==> src/oe_ctrl_pkg.sv <==
// Shared constants and carrier types for the output-enable control block.
// Assumes a single 50 MHz register clock; all pin inputs arrive asynchronously.
package oe_ctrl_pkg;

   // Output count and pin-group geometry
   localparam int NUM_OUT = 20;        // Clock output pairs
   localparam int PIN_CNT = 8;         // Enable pins, for outputs 5 through 12
   localparam int FIRST_PIN_OUT = 5;   // Output served by enable pin 0
   localparam int PIN_DATA = 0;        // Enable pin reused as serial data
   localparam int PIN_SCLK = 1;        // Enable pin reused as serial clock
   localparam int PIN_LOAD = 5;        // Enable pin reused as shift-load

   // Enable latency, in input clock cycles
   localparam int LAT_MIN_EDGES = 4;
   localparam int LAT_MAX_EDGES = 10;

   // Register map, byte addresses
   localparam int ADDR_W = 8;
   localparam logic [ADDR_W-1:0] ADDR_ENABLE = 8'h00;   // Per-output enable bits
   localparam logic [ADDR_W-1:0] ADDR_MASK = 8'h04;     // Force-enable mask bits
   localparam logic [ADDR_W-1:0] ADDR_STATUS = 8'h08;   // Read-only status
   localparam logic [ADDR_W-1:0] ADDR_SHIFT = 8'h0C;    // Read-only output register

   // Reset values
   localparam logic [NUM_OUT-1:0] ENABLE_RST = 20'hf_ffff;
   localparam logic [NUM_OUT-1:0] MASK_RST = 20'h0_0000;
   localparam logic [NUM_OUT-1:0] OUTREG_RST = 20'hf_ffff;

   // Status field positions
   localparam int STAT_MODE_BIT = 0;
   localparam int STAT_STARTED_BIT = 1;
   localparam int STAT_PG_BIT = 2;

   // Bus responses
   localparam logic [1:0] RESP_OKAY = 2'h0;
   localparam logic [1:0] RESP_SLVERR = 2'h2;

   // Active enable interface
   typedef enum logic {
      MODE_TRAD = 1'b0,
      MODE_SIDEBAND = 1'b1
   } mode_e;

   // Serial link pins after synchronisation
   typedef struct packed {
      logic data;
      logic sclk;
      logic load;
   } link_s;

endpackage : oe_ctrl_pkg

==> src/pin_sync.sv <==
// Two-stage synchroniser for a group of asynchronous pins.
// Assumes each bit is a level; no bus coherency across bits is promised.
`timescale 1ns/10ps
module pin_sync #(
   parameter int W = 1
) (
   input wire logic aclk,
   input wire logic aresetn,
   input wire logic clk_en,
   input wire logic [W-1:0] async_in,
   output logic [W-1:0] sync_out
);

   logic [W-1:0] meta_ff; // First stage, read only by the second

   // Both stages freeze with the clock enable
   always_ff @(posedge aclk)
   begin
      if (!aresetn)
      begin
         meta_ff <= '0;
         sync_out <= '0;
      end
      else if (clk_en)
      begin
         meta_ff <= async_in;
         sync_out <= meta_ff;
      end
   end

endmodule : pin_sync

==> src/enable_gate.sv <==
// One output's enable gate: applies a new request only at an input clock low
// phase, after a fixed count of input clock cycles. Assumes fall pulses are
// already synchronised to aclk.
`timescale 1ns/10ps
module enable_gate #(
   parameter int LAT = 4
) (
   input wire logic aclk,
   input wire logic aresetn,
   input wire logic clk_en,
   input wire logic in_clk_fall,
   input wire logic req,
   output logic gate_ff
);

   logic [3:0] cnt_ff; // Input clock falls seen since the request differed

   // Change only on a fall so the output never sees a runt pulse
   always_ff @(posedge aclk)
   begin
      if (!aresetn)
      begin
         cnt_ff <= 4'h0;
         gate_ff <= 1'b0;
      end
      else if (clk_en)
      begin
         if (req == gate_ff)
            cnt_ff <= 4'h0; // Request withdrawn or met, restart
         else if (in_clk_fall)
         begin
            if (cnt_ff == 4'(LAT - 1))
            begin
               gate_ff <= req;
               cnt_ff <= 4'h0;
            end
            else
               cnt_ff <= cnt_ff + 4'h1;
         end
      end
   end
endmodule : enable_gate

==> src/output_enable_sideband_control.sv <==
// Output-enable control for a 20-output clock fan-out buffer, with an
// AXI4-Lite register slave. Assumes all pins are asynchronous to aclk and
// that the input clock runs well below half of aclk.
`timescale 1ns/10ps

// Notes on behaviour
// - Pins for outputs 5-12, enable bit per output
// - Load high: serial clock rise shifts data
// - Load fall copies shift into output register
// - Both paths share glitch-free enable gating
// - Strap selects serial or traditional interface
// - Serial mode: pins 5,6,10 carry link
// - Serial mode: mask bit one forces its output enabled
// - Read-only status reports selected interface
// - Serial link works during power-down
// - Mask registers locked while power-good low
// - Output register and enable bits reset enabled
// - Mask bits reset to zero
// - Load low: link activity ignored
// - Serial mode: power-good low forces outputs off
// - Enable changes land within 4-10 input clocks
// - Traditional: enabled when bit one, pin low
// - First power-good high starts, later lows power down
// - New serial configuration lands within 4-10 clocks
module output_enable_sideband_control
   import oe_ctrl_pkg::*;
#(
   parameter int LAT_EDGES = 4,
   parameter bit MSB_FIRST = 1'b1
) (
   input wire logic aclk,
   input wire logic aresetn,
   input wire logic clk_en,
   input wire logic sideband_select,
   input wire logic power_good_pd_n,
   input wire logic [oe_ctrl_pkg::PIN_CNT-1:0] output_enable_pin_n,
   input wire logic input_clock_pair,
   output logic [oe_ctrl_pkg::NUM_OUT-1:0] clock_output_pair,
   input wire logic [oe_ctrl_pkg::ADDR_W-1:0] s_axi_awaddr,
   input wire logic s_axi_awvalid,
   output logic s_axi_awready,
   input wire logic [31:0] s_axi_wdata,
   input wire logic [3:0] s_axi_wstrb,
   input wire logic s_axi_wvalid,
   output logic s_axi_wready,
   output logic [1:0] s_axi_bresp,
   output logic s_axi_bvalid,
   input wire logic s_axi_bready,
   input wire logic [oe_ctrl_pkg::ADDR_W-1:0] s_axi_araddr,
   input wire logic s_axi_arvalid,
   output logic s_axi_arready,
   output logic [31:0] s_axi_rdata,
   output logic [1:0] s_axi_rresp,
   output logic s_axi_rvalid,
   input wire logic s_axi_rready
);
   import oe_ctrl_pkg::*;

   // Latency must sit inside the documented window
   if (LAT_EDGES < LAT_MIN_EDGES || LAT_EDGES > LAT_MAX_EDGES)
   begin : g_bad_lat
      $error("LAT_EDGES outside the allowed latency window");
   end

   localparam int SYNC_W = PIN_CNT + 3;

   logic [SYNC_W-1:0] pins_sync;         // All pins after two flops
   logic [PIN_CNT-1:0] oe_pin_n;         // Enable pins, synchronised
   logic strap_sync;                     // Interface strap, synchronised
   logic pg_sync;                        // Power-good level, synchronised
   logic in_clk_sync;                    // Input clock level, synchronised
   logic in_clk_d_ff;                    // Input clock one sample back
   logic in_clk_fall;                    // Input clock falling edge
   link_s link_cur;                      // Link pins, this sample
   link_s link_prev_ff;                  // Link pins, previous sample
   logic sclk_rise;                      // Serial clock rising edge
   logic load_fall;                      // Shift-load falling edge
   logic started_ff;                     // First power-good high seen
   mode_e mode_ff;                       // Strap latched at start-up
   mode_e mode;                          // Interface in force
   logic [NUM_OUT-1:0] shift_ff;         // Serial shift register
   logic [NUM_OUT-1:0] out_reg_ff;       // Serial output register
   logic [NUM_OUT-1:0] enable_bits_ff;   // Software enable bits
   logic [NUM_OUT-1:0] force_enable_bit_ff; // Software force-enable mask
   logic [NUM_OUT-1:0] req;              // Requested enables
   logic [NUM_OUT-1:0] gate;             // Enables after gating
   logic aw_got_ff;                      // Write address held
   logic w_got_ff;                       // Write data held
   logic [ADDR_W-1:0] aw_addr_ff;        // Held write address
   logic [31:0] w_data_ff;               // Held write data
   logic [3:0] w_strb_ff;                // Held byte enables

   // One synchroniser for every asynchronous pin
   pin_sync #(
      .W(SYNC_W)
   ) u_pin_sync (
      .aclk(aclk),
      .aresetn(aresetn),
      .clk_en(clk_en),
      .async_in({sideband_select, power_good_pd_n, input_clock_pair, output_enable_pin_n}),
      .sync_out(pins_sync)
   );

   assign {strap_sync, pg_sync, in_clk_sync, oe_pin_n} = pins_sync;

   // Pins 5, 6 and 10 double as data, clock and shift-load
   assign link_cur = '{data: oe_pin_n[PIN_DATA], sclk: oe_pin_n[PIN_SCLK],
                       load: oe_pin_n[PIN_LOAD]};
   assign sclk_rise = link_cur.sclk && !link_prev_ff.sclk;
   assign load_fall = !link_cur.load && link_prev_ff.load;
   assign in_clk_fall = !in_clk_sync && in_clk_d_ff;

   // Edge history for the link and the input clock
   always_ff @(posedge aclk)
   begin
      if (!aresetn)
      begin
         link_prev_ff <= '0;
         in_clk_d_ff <= 1'b0;
      end
      else if (clk_en)
      begin
         link_prev_ff <= link_cur;
         in_clk_d_ff <= in_clk_sync;
      end
   end

   // Strap is caught at the first power-good high, never at reset
   always_ff @(posedge aclk)
   begin
      if (!aresetn)
      begin
         started_ff <= 1'b0;
         mode_ff <= MODE_TRAD;
      end
      else if (clk_en && pg_sync && !started_ff)
      begin
         started_ff <= 1'b1;
         mode_ff <= mode_e'(strap_sync);
      end
   end

   // Before start-up the live strap rules, so the link can preload
   assign mode = started_ff ? mode_ff : mode_e'(strap_sync);

   // Shift on serial clock rise while load is high; data taken from the
   // sample before the edge, since hold after the edge is very short
   always_ff @(posedge aclk)
   begin
      if (!aresetn)
         shift_ff <= '0;
      else if (clk_en && mode == MODE_SIDEBAND && link_cur.load && sclk_rise)
      begin
         if (MSB_FIRST)
            shift_ff <= {shift_ff[NUM_OUT-2:0], link_prev_ff.data};
         else
            shift_ff <= {link_prev_ff.data, shift_ff[NUM_OUT-1:1]};
      end
   end

   // Whole-register copy on the load fall; works regardless of power-good
   always_ff @(posedge aclk)
   begin
      if (!aresetn)
         out_reg_ff <= OUTREG_RST;
      else if (clk_en && mode == MODE_SIDEBAND && load_fall)
         out_reg_ff <= shift_ff;
   end

   // Requested enable per output
   always_comb
   begin
      req = '0;
      if (!pg_sync)
         req = '0;
      else if (mode == MODE_SIDEBAND)
         req = force_enable_bit_ff | out_reg_ff;
      else
      begin
         req = enable_bits_ff;
         for (int i = 0; i < PIN_CNT; i++)
            req[FIRST_PIN_OUT + i] = enable_bits_ff[FIRST_PIN_OUT + i] && !oe_pin_n[i];
      end
   end

   // One gate per output, both paths through the same logic
   for (genvar g = 0; g < NUM_OUT; g++)
   begin : g_gate
      enable_gate #(
         .LAT(LAT_EDGES)
      ) u_gate (
         .aclk(aclk),
         .aresetn(aresetn),
         .clk_en(clk_en),
         .in_clk_fall(in_clk_fall),
         .req(req[g]),
         .gate_ff(gate[g])
      );
   end

   // Outputs follow the input clock; power-good low cuts them at once
   always_ff @(posedge aclk)
   begin
      if (!aresetn)
         clock_output_pair <= '0;
      else if (clk_en)
         clock_output_pair <= (pg_sync && in_clk_sync) ? gate : '0;
   end

   // Byte-lane merge for a register write
   function automatic logic [NUM_OUT-1:0] merge(input logic [NUM_OUT-1:0] old_v,
                                                input logic [31:0] data,
                                                input logic [3:0] strb);
      logic [31:0] res;
      res = {12'h000, old_v};
      for (int b = 0; b < 4; b++)
         if (strb[b])
            res[b*8 +: 8] = data[b*8 +: 8];
      return res[NUM_OUT-1:0];
   endfunction : merge

   // Address and data channels, taken in either order
   always_ff @(posedge aclk)
   begin
      if (!aresetn)
      begin
         s_axi_awready <= 1'b0;
         s_axi_wready <= 1'b0;
         aw_got_ff <= 1'b0;
         w_got_ff <= 1'b0;
         aw_addr_ff <= '0;
         w_data_ff <= '0;
         w_strb_ff <= '0;
      end
      else if (clk_en)
      begin
         // Ready pulses for one cycle, only when its own channel holds nothing and no response waits
         s_axi_awready <= !s_axi_awready && s_axi_awvalid && !aw_got_ff && !s_axi_bvalid;
         s_axi_wready <= !s_axi_wready && s_axi_wvalid && !w_got_ff && !s_axi_bvalid;
         if (s_axi_awvalid && s_axi_awready)
         begin
            aw_got_ff <= 1'b1;
            aw_addr_ff <= s_axi_awaddr;
         end
         else if (aw_got_ff && w_got_ff)
            aw_got_ff <= 1'b0;
         if (s_axi_wvalid && s_axi_wready)
         begin
            w_got_ff <= 1'b1;
            w_data_ff <= s_axi_wdata;
            w_strb_ff <= s_axi_wstrb;
         end
         else if (aw_got_ff && w_got_ff)
            w_got_ff <= 1'b0;
      end
   end

   // Register write and its response
   always_ff @(posedge aclk)
   begin
      if (!aresetn)
      begin
         enable_bits_ff <= ENABLE_RST;
         force_enable_bit_ff <= MASK_RST;
         s_axi_bvalid <= 1'b0;
         s_axi_bresp <= RESP_OKAY;
      end
      else if (clk_en)
      begin
         if (aw_got_ff && w_got_ff)
         begin
            s_axi_bvalid <= 1'b1;
            s_axi_bresp <= RESP_OKAY;
            if (aw_addr_ff == ADDR_ENABLE)
               enable_bits_ff <= merge(enable_bits_ff, w_data_ff, w_strb_ff);
            else if (aw_addr_ff == ADDR_MASK && pg_sync)
               force_enable_bit_ff <= merge(force_enable_bit_ff, w_data_ff, w_strb_ff);
            else
               s_axi_bresp <= RESP_SLVERR; // Locked mask, read-only or unmapped
         end
         else if (s_axi_bvalid && s_axi_bready)
            s_axi_bvalid <= 1'b0;
      end
   end

   // Register read
   always_ff @(posedge aclk)
   begin
      if (!aresetn)
      begin
         s_axi_arready <= 1'b0;
         s_axi_rvalid <= 1'b0;
         s_axi_rdata <= '0;
         s_axi_rresp <= RESP_OKAY;
      end
      else if (clk_en)
      begin
         s_axi_arready <= !s_axi_arready && s_axi_arvalid && !s_axi_rvalid;
         if (s_axi_arvalid && s_axi_arready)
         begin
            s_axi_rvalid <= 1'b1;
            s_axi_rresp <= RESP_OKAY;
            s_axi_rdata <= '0;
            if (s_axi_araddr == ADDR_ENABLE)
               s_axi_rdata <= {12'h000, enable_bits_ff};
            else if (s_axi_araddr == ADDR_MASK && pg_sync)
               s_axi_rdata <= {12'h000, force_enable_bit_ff};
            else if (s_axi_araddr == ADDR_STATUS)
            begin
               s_axi_rdata[STAT_MODE_BIT] <= mode;
               s_axi_rdata[STAT_STARTED_BIT] <= started_ff;
               s_axi_rdata[STAT_PG_BIT] <= pg_sync;
            end
            else if (s_axi_araddr == ADDR_SHIFT)
               s_axi_rdata <= {12'h000, out_reg_ff};
            else
               s_axi_rresp <= RESP_SLVERR; // Locked mask or unmapped
         end
         else if (s_axi_rvalid && s_axi_rready)
            s_axi_rvalid <= 1'b0;
      end
   end
endmodule : output_enable_sideband_control

==> config.mk <==
export PLATFORM = sky130hd
export DESIGN_NAME = output_enable_sideband_control
export DESIGN_NICKNAME = d
export VERILOG_FILES = /design/src/oe_ctrl_pkg.sv /design/src/pin_sync.sv /design/src/enable_gate.sv /design/src/output_enable_sideband_control.sv
export SDC_FILE = /design/constraint.sdc
export NUM_CORES = 1
export LEC_CHECK = 0
export ABC_CLOCK_PERIOD_IN_PS = 2400
export BUFFER_PORTS_ARGS = -buffer_cell sky130_fd_sc_hd__buf_2
export CAP_MARGIN = 15
export CORE_MARGIN = 1.5
export CORE_UTILIZATION = 45
export DETAILED_ROUTE_END_ITERATION = 10
export PLACE_DENSITY = 0.67
export SLEW_MARGIN = 20
export SYNTH_ARGS = -nofsm -noshare
export SYNTH_HDL_FRONTEND = slang
export SYNTH_SLANG_ARGS = --single-unit
==> constraint.sdc <==
create_clock -name aclk -period 2.4 [get_ports aclk]
set_input_delay 0.12 -clock aclk [delete_from_list [all_inputs] [get_ports aclk]]
set_output_delay 0.12 -clock aclk [all_outputs]
set_load 0.02 [all_outputs]
==> metrics.md <==
| Metric | Value |
|---|---|
| Cells along the critical path | `mux2i_4 -> buf_12 -> mux2i_2 -> mux2i_2 -> o21ai_0 -> o32ai_1` |
| Clk slew on worst S/H paths | `0.06 ns` |
| Initial cell density of the core | `45.92%` |
| Largest net degree at the start of global routing | `167` |
| H-tree Lvls | `1` |
| Final setup viols | `0` |
| Final nets | `1,722` |
| Horiz. Die Dim | `174.6 um` |
| RSZ-0062 raised after global routing | `no` |
| Final ANT Viol Nets | `0` |
| CTS Sinks | `288` |
| Worst EP required | `2.85 ns` |
| Register area | `5767 um^2` |
| Slowest Stage Delay on Critical Path | `0.42 ns` |
| Sequential share of the synthesized area | `43.51%` |
| Synth unique cells | `52` |
| IO buf count | `104` |
| FP Rows | `62` |
| Mean area per synthesized cell | `8.804 um^2` |
| CORE AREA | `28,860 um^2` |
| CP Max Fanout | `25` |
| Comb power frac | `5.6%` |
| Worst setup SP type | `flop` |
| Final HPWL DP | `21,180 um` |
| Max-cap viol count | `0` |
| First-pass GRT wire length | `52,960 um` |
| Routed wire length | `31,940 um` |
| Outcome | `complete, no violations` |
| Final period utilization | `95.23%` |
| Routed len/inst | `15.66 um` |
| Final hold violations | `0` |
| Clock Path Buffers | `3` |
| Die H | `174.6 um` |
| Power Density | `668.0 nW/um^2` |
| GRT Util Overall | `20.88%` |
| Synth top area cells | `dfxtp_1 44%, nand2_1 7.4%, nor2b_1 5.4%` |
| CTS buffer count | `31` |
| Synth Warn # | `0` |
| Synth async-reset ratio | `0%` |
| DR vias/cell | `5.400` |
| Multi-input gate area | `7068 um^2` |
| Hold Crit Class | `primary input to flop` |
| Int Pwr | `8.201 mW` |
| Setup TNS | `0 ns` |
| Synth Cell Area | `13,250 um^2` |
| Post-synth top area cell | `dfxtp_1` |
| Pre-antenna DRT Iters | `5` |
| Die ar. | `30,480 um^2` |
| Leak | `6.113 nW` |
| Share of layout cells above drive strength 1 | `13.71%` |
| CP endpoint kind | `flop` |
| Iter 0 DRT Violations | `762` |
| Sw Pwr | `2.363 mW` |
| Setup Fix Bufs, Post-CTS | `0` |
| Top_reg_cell synth | `dfxtp_1` |
| Post-synth EDFFs | `0` |
| ANT cells | `0` |
| Max-slew violation count | `0` |
| Switch share | `22.37%` |
| Max-slew headroom | `52.20%` |
| Clk_lat worst skew | `0.57 ns` |
| Worst-margin pin slew | `0.7171 ns` |
| RD Place Congestion | `0.7949` |
| Fill cells | `2,653` |
| Synth top area share | `43.51%` |
| CTS tree | `yes` |
| CP max stage cell | `dfxtp_1` |
| Drt drc | `0` |
| Post-Syn Instances | `1,505` |
| Max Clk Rate | `437.5 MHz` |
| WP data arrival | `2.74 ns` |
| Utilization after layout | `54.80%` |
| FF+latch count, synth | `288` |
| Number of global-route vias before repair | `10,410` |
| Commonest non-fill, non-tap cells in the layout | `287 x dfxtp_1, 260 x nand2_1, 114 x nor2b_1, 103 x buf_2, 97 x nand3_1` |
| IO Pins | `132` |
| Commonest non-fill, non-tap cell in the layout | `dfxtp_1` |
| Initial antenna violation count | `0` |
| Area Growth Syn to Fin | `19.36%` |
| Fin Clk Skew | `0.01646 ns` |
| Kind of critical path | `flop to flop` |
| Fin crit period | `2.286 ns` |
| Clk pwr share | `48.6%` |
| Clock Root Buffer | `clkbuf_16` |
| CP dominant cell by count | `mux2i_2` |
| Maximum VDD drop | `0.6100 mV` |
| Vias | `11,020` |
| Flop pwr share | `45.8%` |
| Congestion Overflow GR | `0` |
worst paths after layout:
kind | cells past startpoint | slack [ns] | start | to
max | 6 | 0.11 | started_ff | g_gate[14].u_gate.cnt_ff[3]
min | 3 | 0.06 | clk_en | in_clk_d_ff
max reg2reg | 6 | 0.11 | started_ff | g_gate[14].u_gate.cnt_ff[3]
min reg2reg | 2 | 0.45 | link_prev_ff[2] | shift_ff[0]
area by class of cell:
| type | instances | share of cell area, % |
|---|---|---|
| repair buffers | 193 | 8.663 |
| clock inverters | 19 | 1.535 |
| multi-input cells | 1114 | 44.69 |
| inverters | 3 | 0.07120 |
| well taps | 384 | 3.038 |
| clock buffers | 39 | 5.538 |
| flip-flops and latches | 288 | 36.46 |
per-layer routing:
layer  share of wire [%]  routed length (um)  global-route usage, %  vias to the layer above
li1                    -                   -                      -                     5564
met1                  49               15650                  29.18                     5197
met2                  45               14420                  34.31                      205
met3                 3.4                1100                  2.350                       50
met4                 2.4                 774                  5.484                        0
met5                   0                   0                      0                        -
cell usage after synthesis, types with 8 or more instances:
master    instances
nand2_1         260
o32ai_1          12
ha_1             20
mux2i_1          62
nor2_1           35
buf_2             8
nand2b_1         33
a21boi_0         58
nor2b_1         114
a21o_1            9
nor4_1            9
dfxtp_1         288
xor2_1           15
a211oi_1          9
o21ai_0          61
a221o_1          13
a22o_1           23
buf_4            15
nor3_1           17
nand3b_1         18
clkbuf_1         81
a21oi_1          30
and4b_1          13
a21boi_1         16
a31oi_1          17
o211ai_1         24
nor3b_1          18
a22oi_1          42
o21a_1           23
buf_1             8
nand3_1          97
nand4_1           8
registers in the layout (all words and copies together) (netlist names), 8 cells and up:
register               count
g_gate.u_gate.cnt_ff      80
clock_output_pair         20
enable_bits_ff            20
force_enable_bit_ff       20
g_gate.u_gate.gate_ff     20
out_reg_ff                20
s_axi_rdata               20
shift_ff                  20
w_data_ff                 20
u_pin_sync.meta_ff        11
u_pin_sync.sync_out       11
aw_addr_ff                 8
stage by stage:
| step | hold slack [ns] | cells | worst slack, ns | total power, mW | area, um^2 |
|---|---|---|---|---|---|
| 3_3_place_gp | 0.3751 | 1932 | 0.1874 | 5.464 | 14170 |
| 5_1_grt | 0.08635 | 2040 | 0.003062 | 10.90 | 15820 |
| 3_5_place_dp | 0.3809 | 1932 | 0.1675 | 5.470 | 14170 |
| 6_report | 0.05983 | 2040 | 0.1145 | 10.56 | 15820 |
| 4_1_cts | 0.04404 | 2040 | 0.09033 | 10.66 | 15790 |
| 2_1_floorplan | 0.2649 | 1518 | 0.3476 | 5.316 | 13300 |
kinds of logic (layout without fill, tap and decap cells):
| family | count (synthesis) | after routing | share of synthesized area, % |
|---|---|---|---|
| flops | 288 | 288 | 43.51 |
| compound gates | 344 | 344 | 18.18 |
| fa+ha+maj | 20 | 20 | 1.889 |
| mux | 72 | 72 | 6.119 |
| other cells | 1 | 14 | 0.02830 |
| xor+xnor | 23 | 23 | 1.804 |
| buf+inv | 116 | 254 | 3.909 |
| simple gates | 641 | 641 | 24.56 |
worst max-delay path, delay by kind of cell (launching register included):
family	cells	cell delay (ns)
mux	3	1.02
compound gates	2	0.46
flops	1	0.42
buf+inv	1	0.25
repair_timing:
item | CTS | global route
hold buffers | 50 | 0
endpoints found under the hold margin | 48 | 0
gates resized for setup | 0 | 6
endpoints found under the setup margin | 0 | 6
power groups by stage:
stage / Sequential [mW] / Clock [mW] / Combinational (mW)
final: 4.84 / 5.13 / 0.589
after global routing: 4.85 / 5.42 / 0.640
after detailed placement: 4.95 / 0 / 0.520
after CTS: 4.84 / 5.23 / 0.583
after global placement: 4.95 / 0 / 0.515
after floorplan: 4.94 / 0 / 0.377
(Power assumes the default switching activity.)
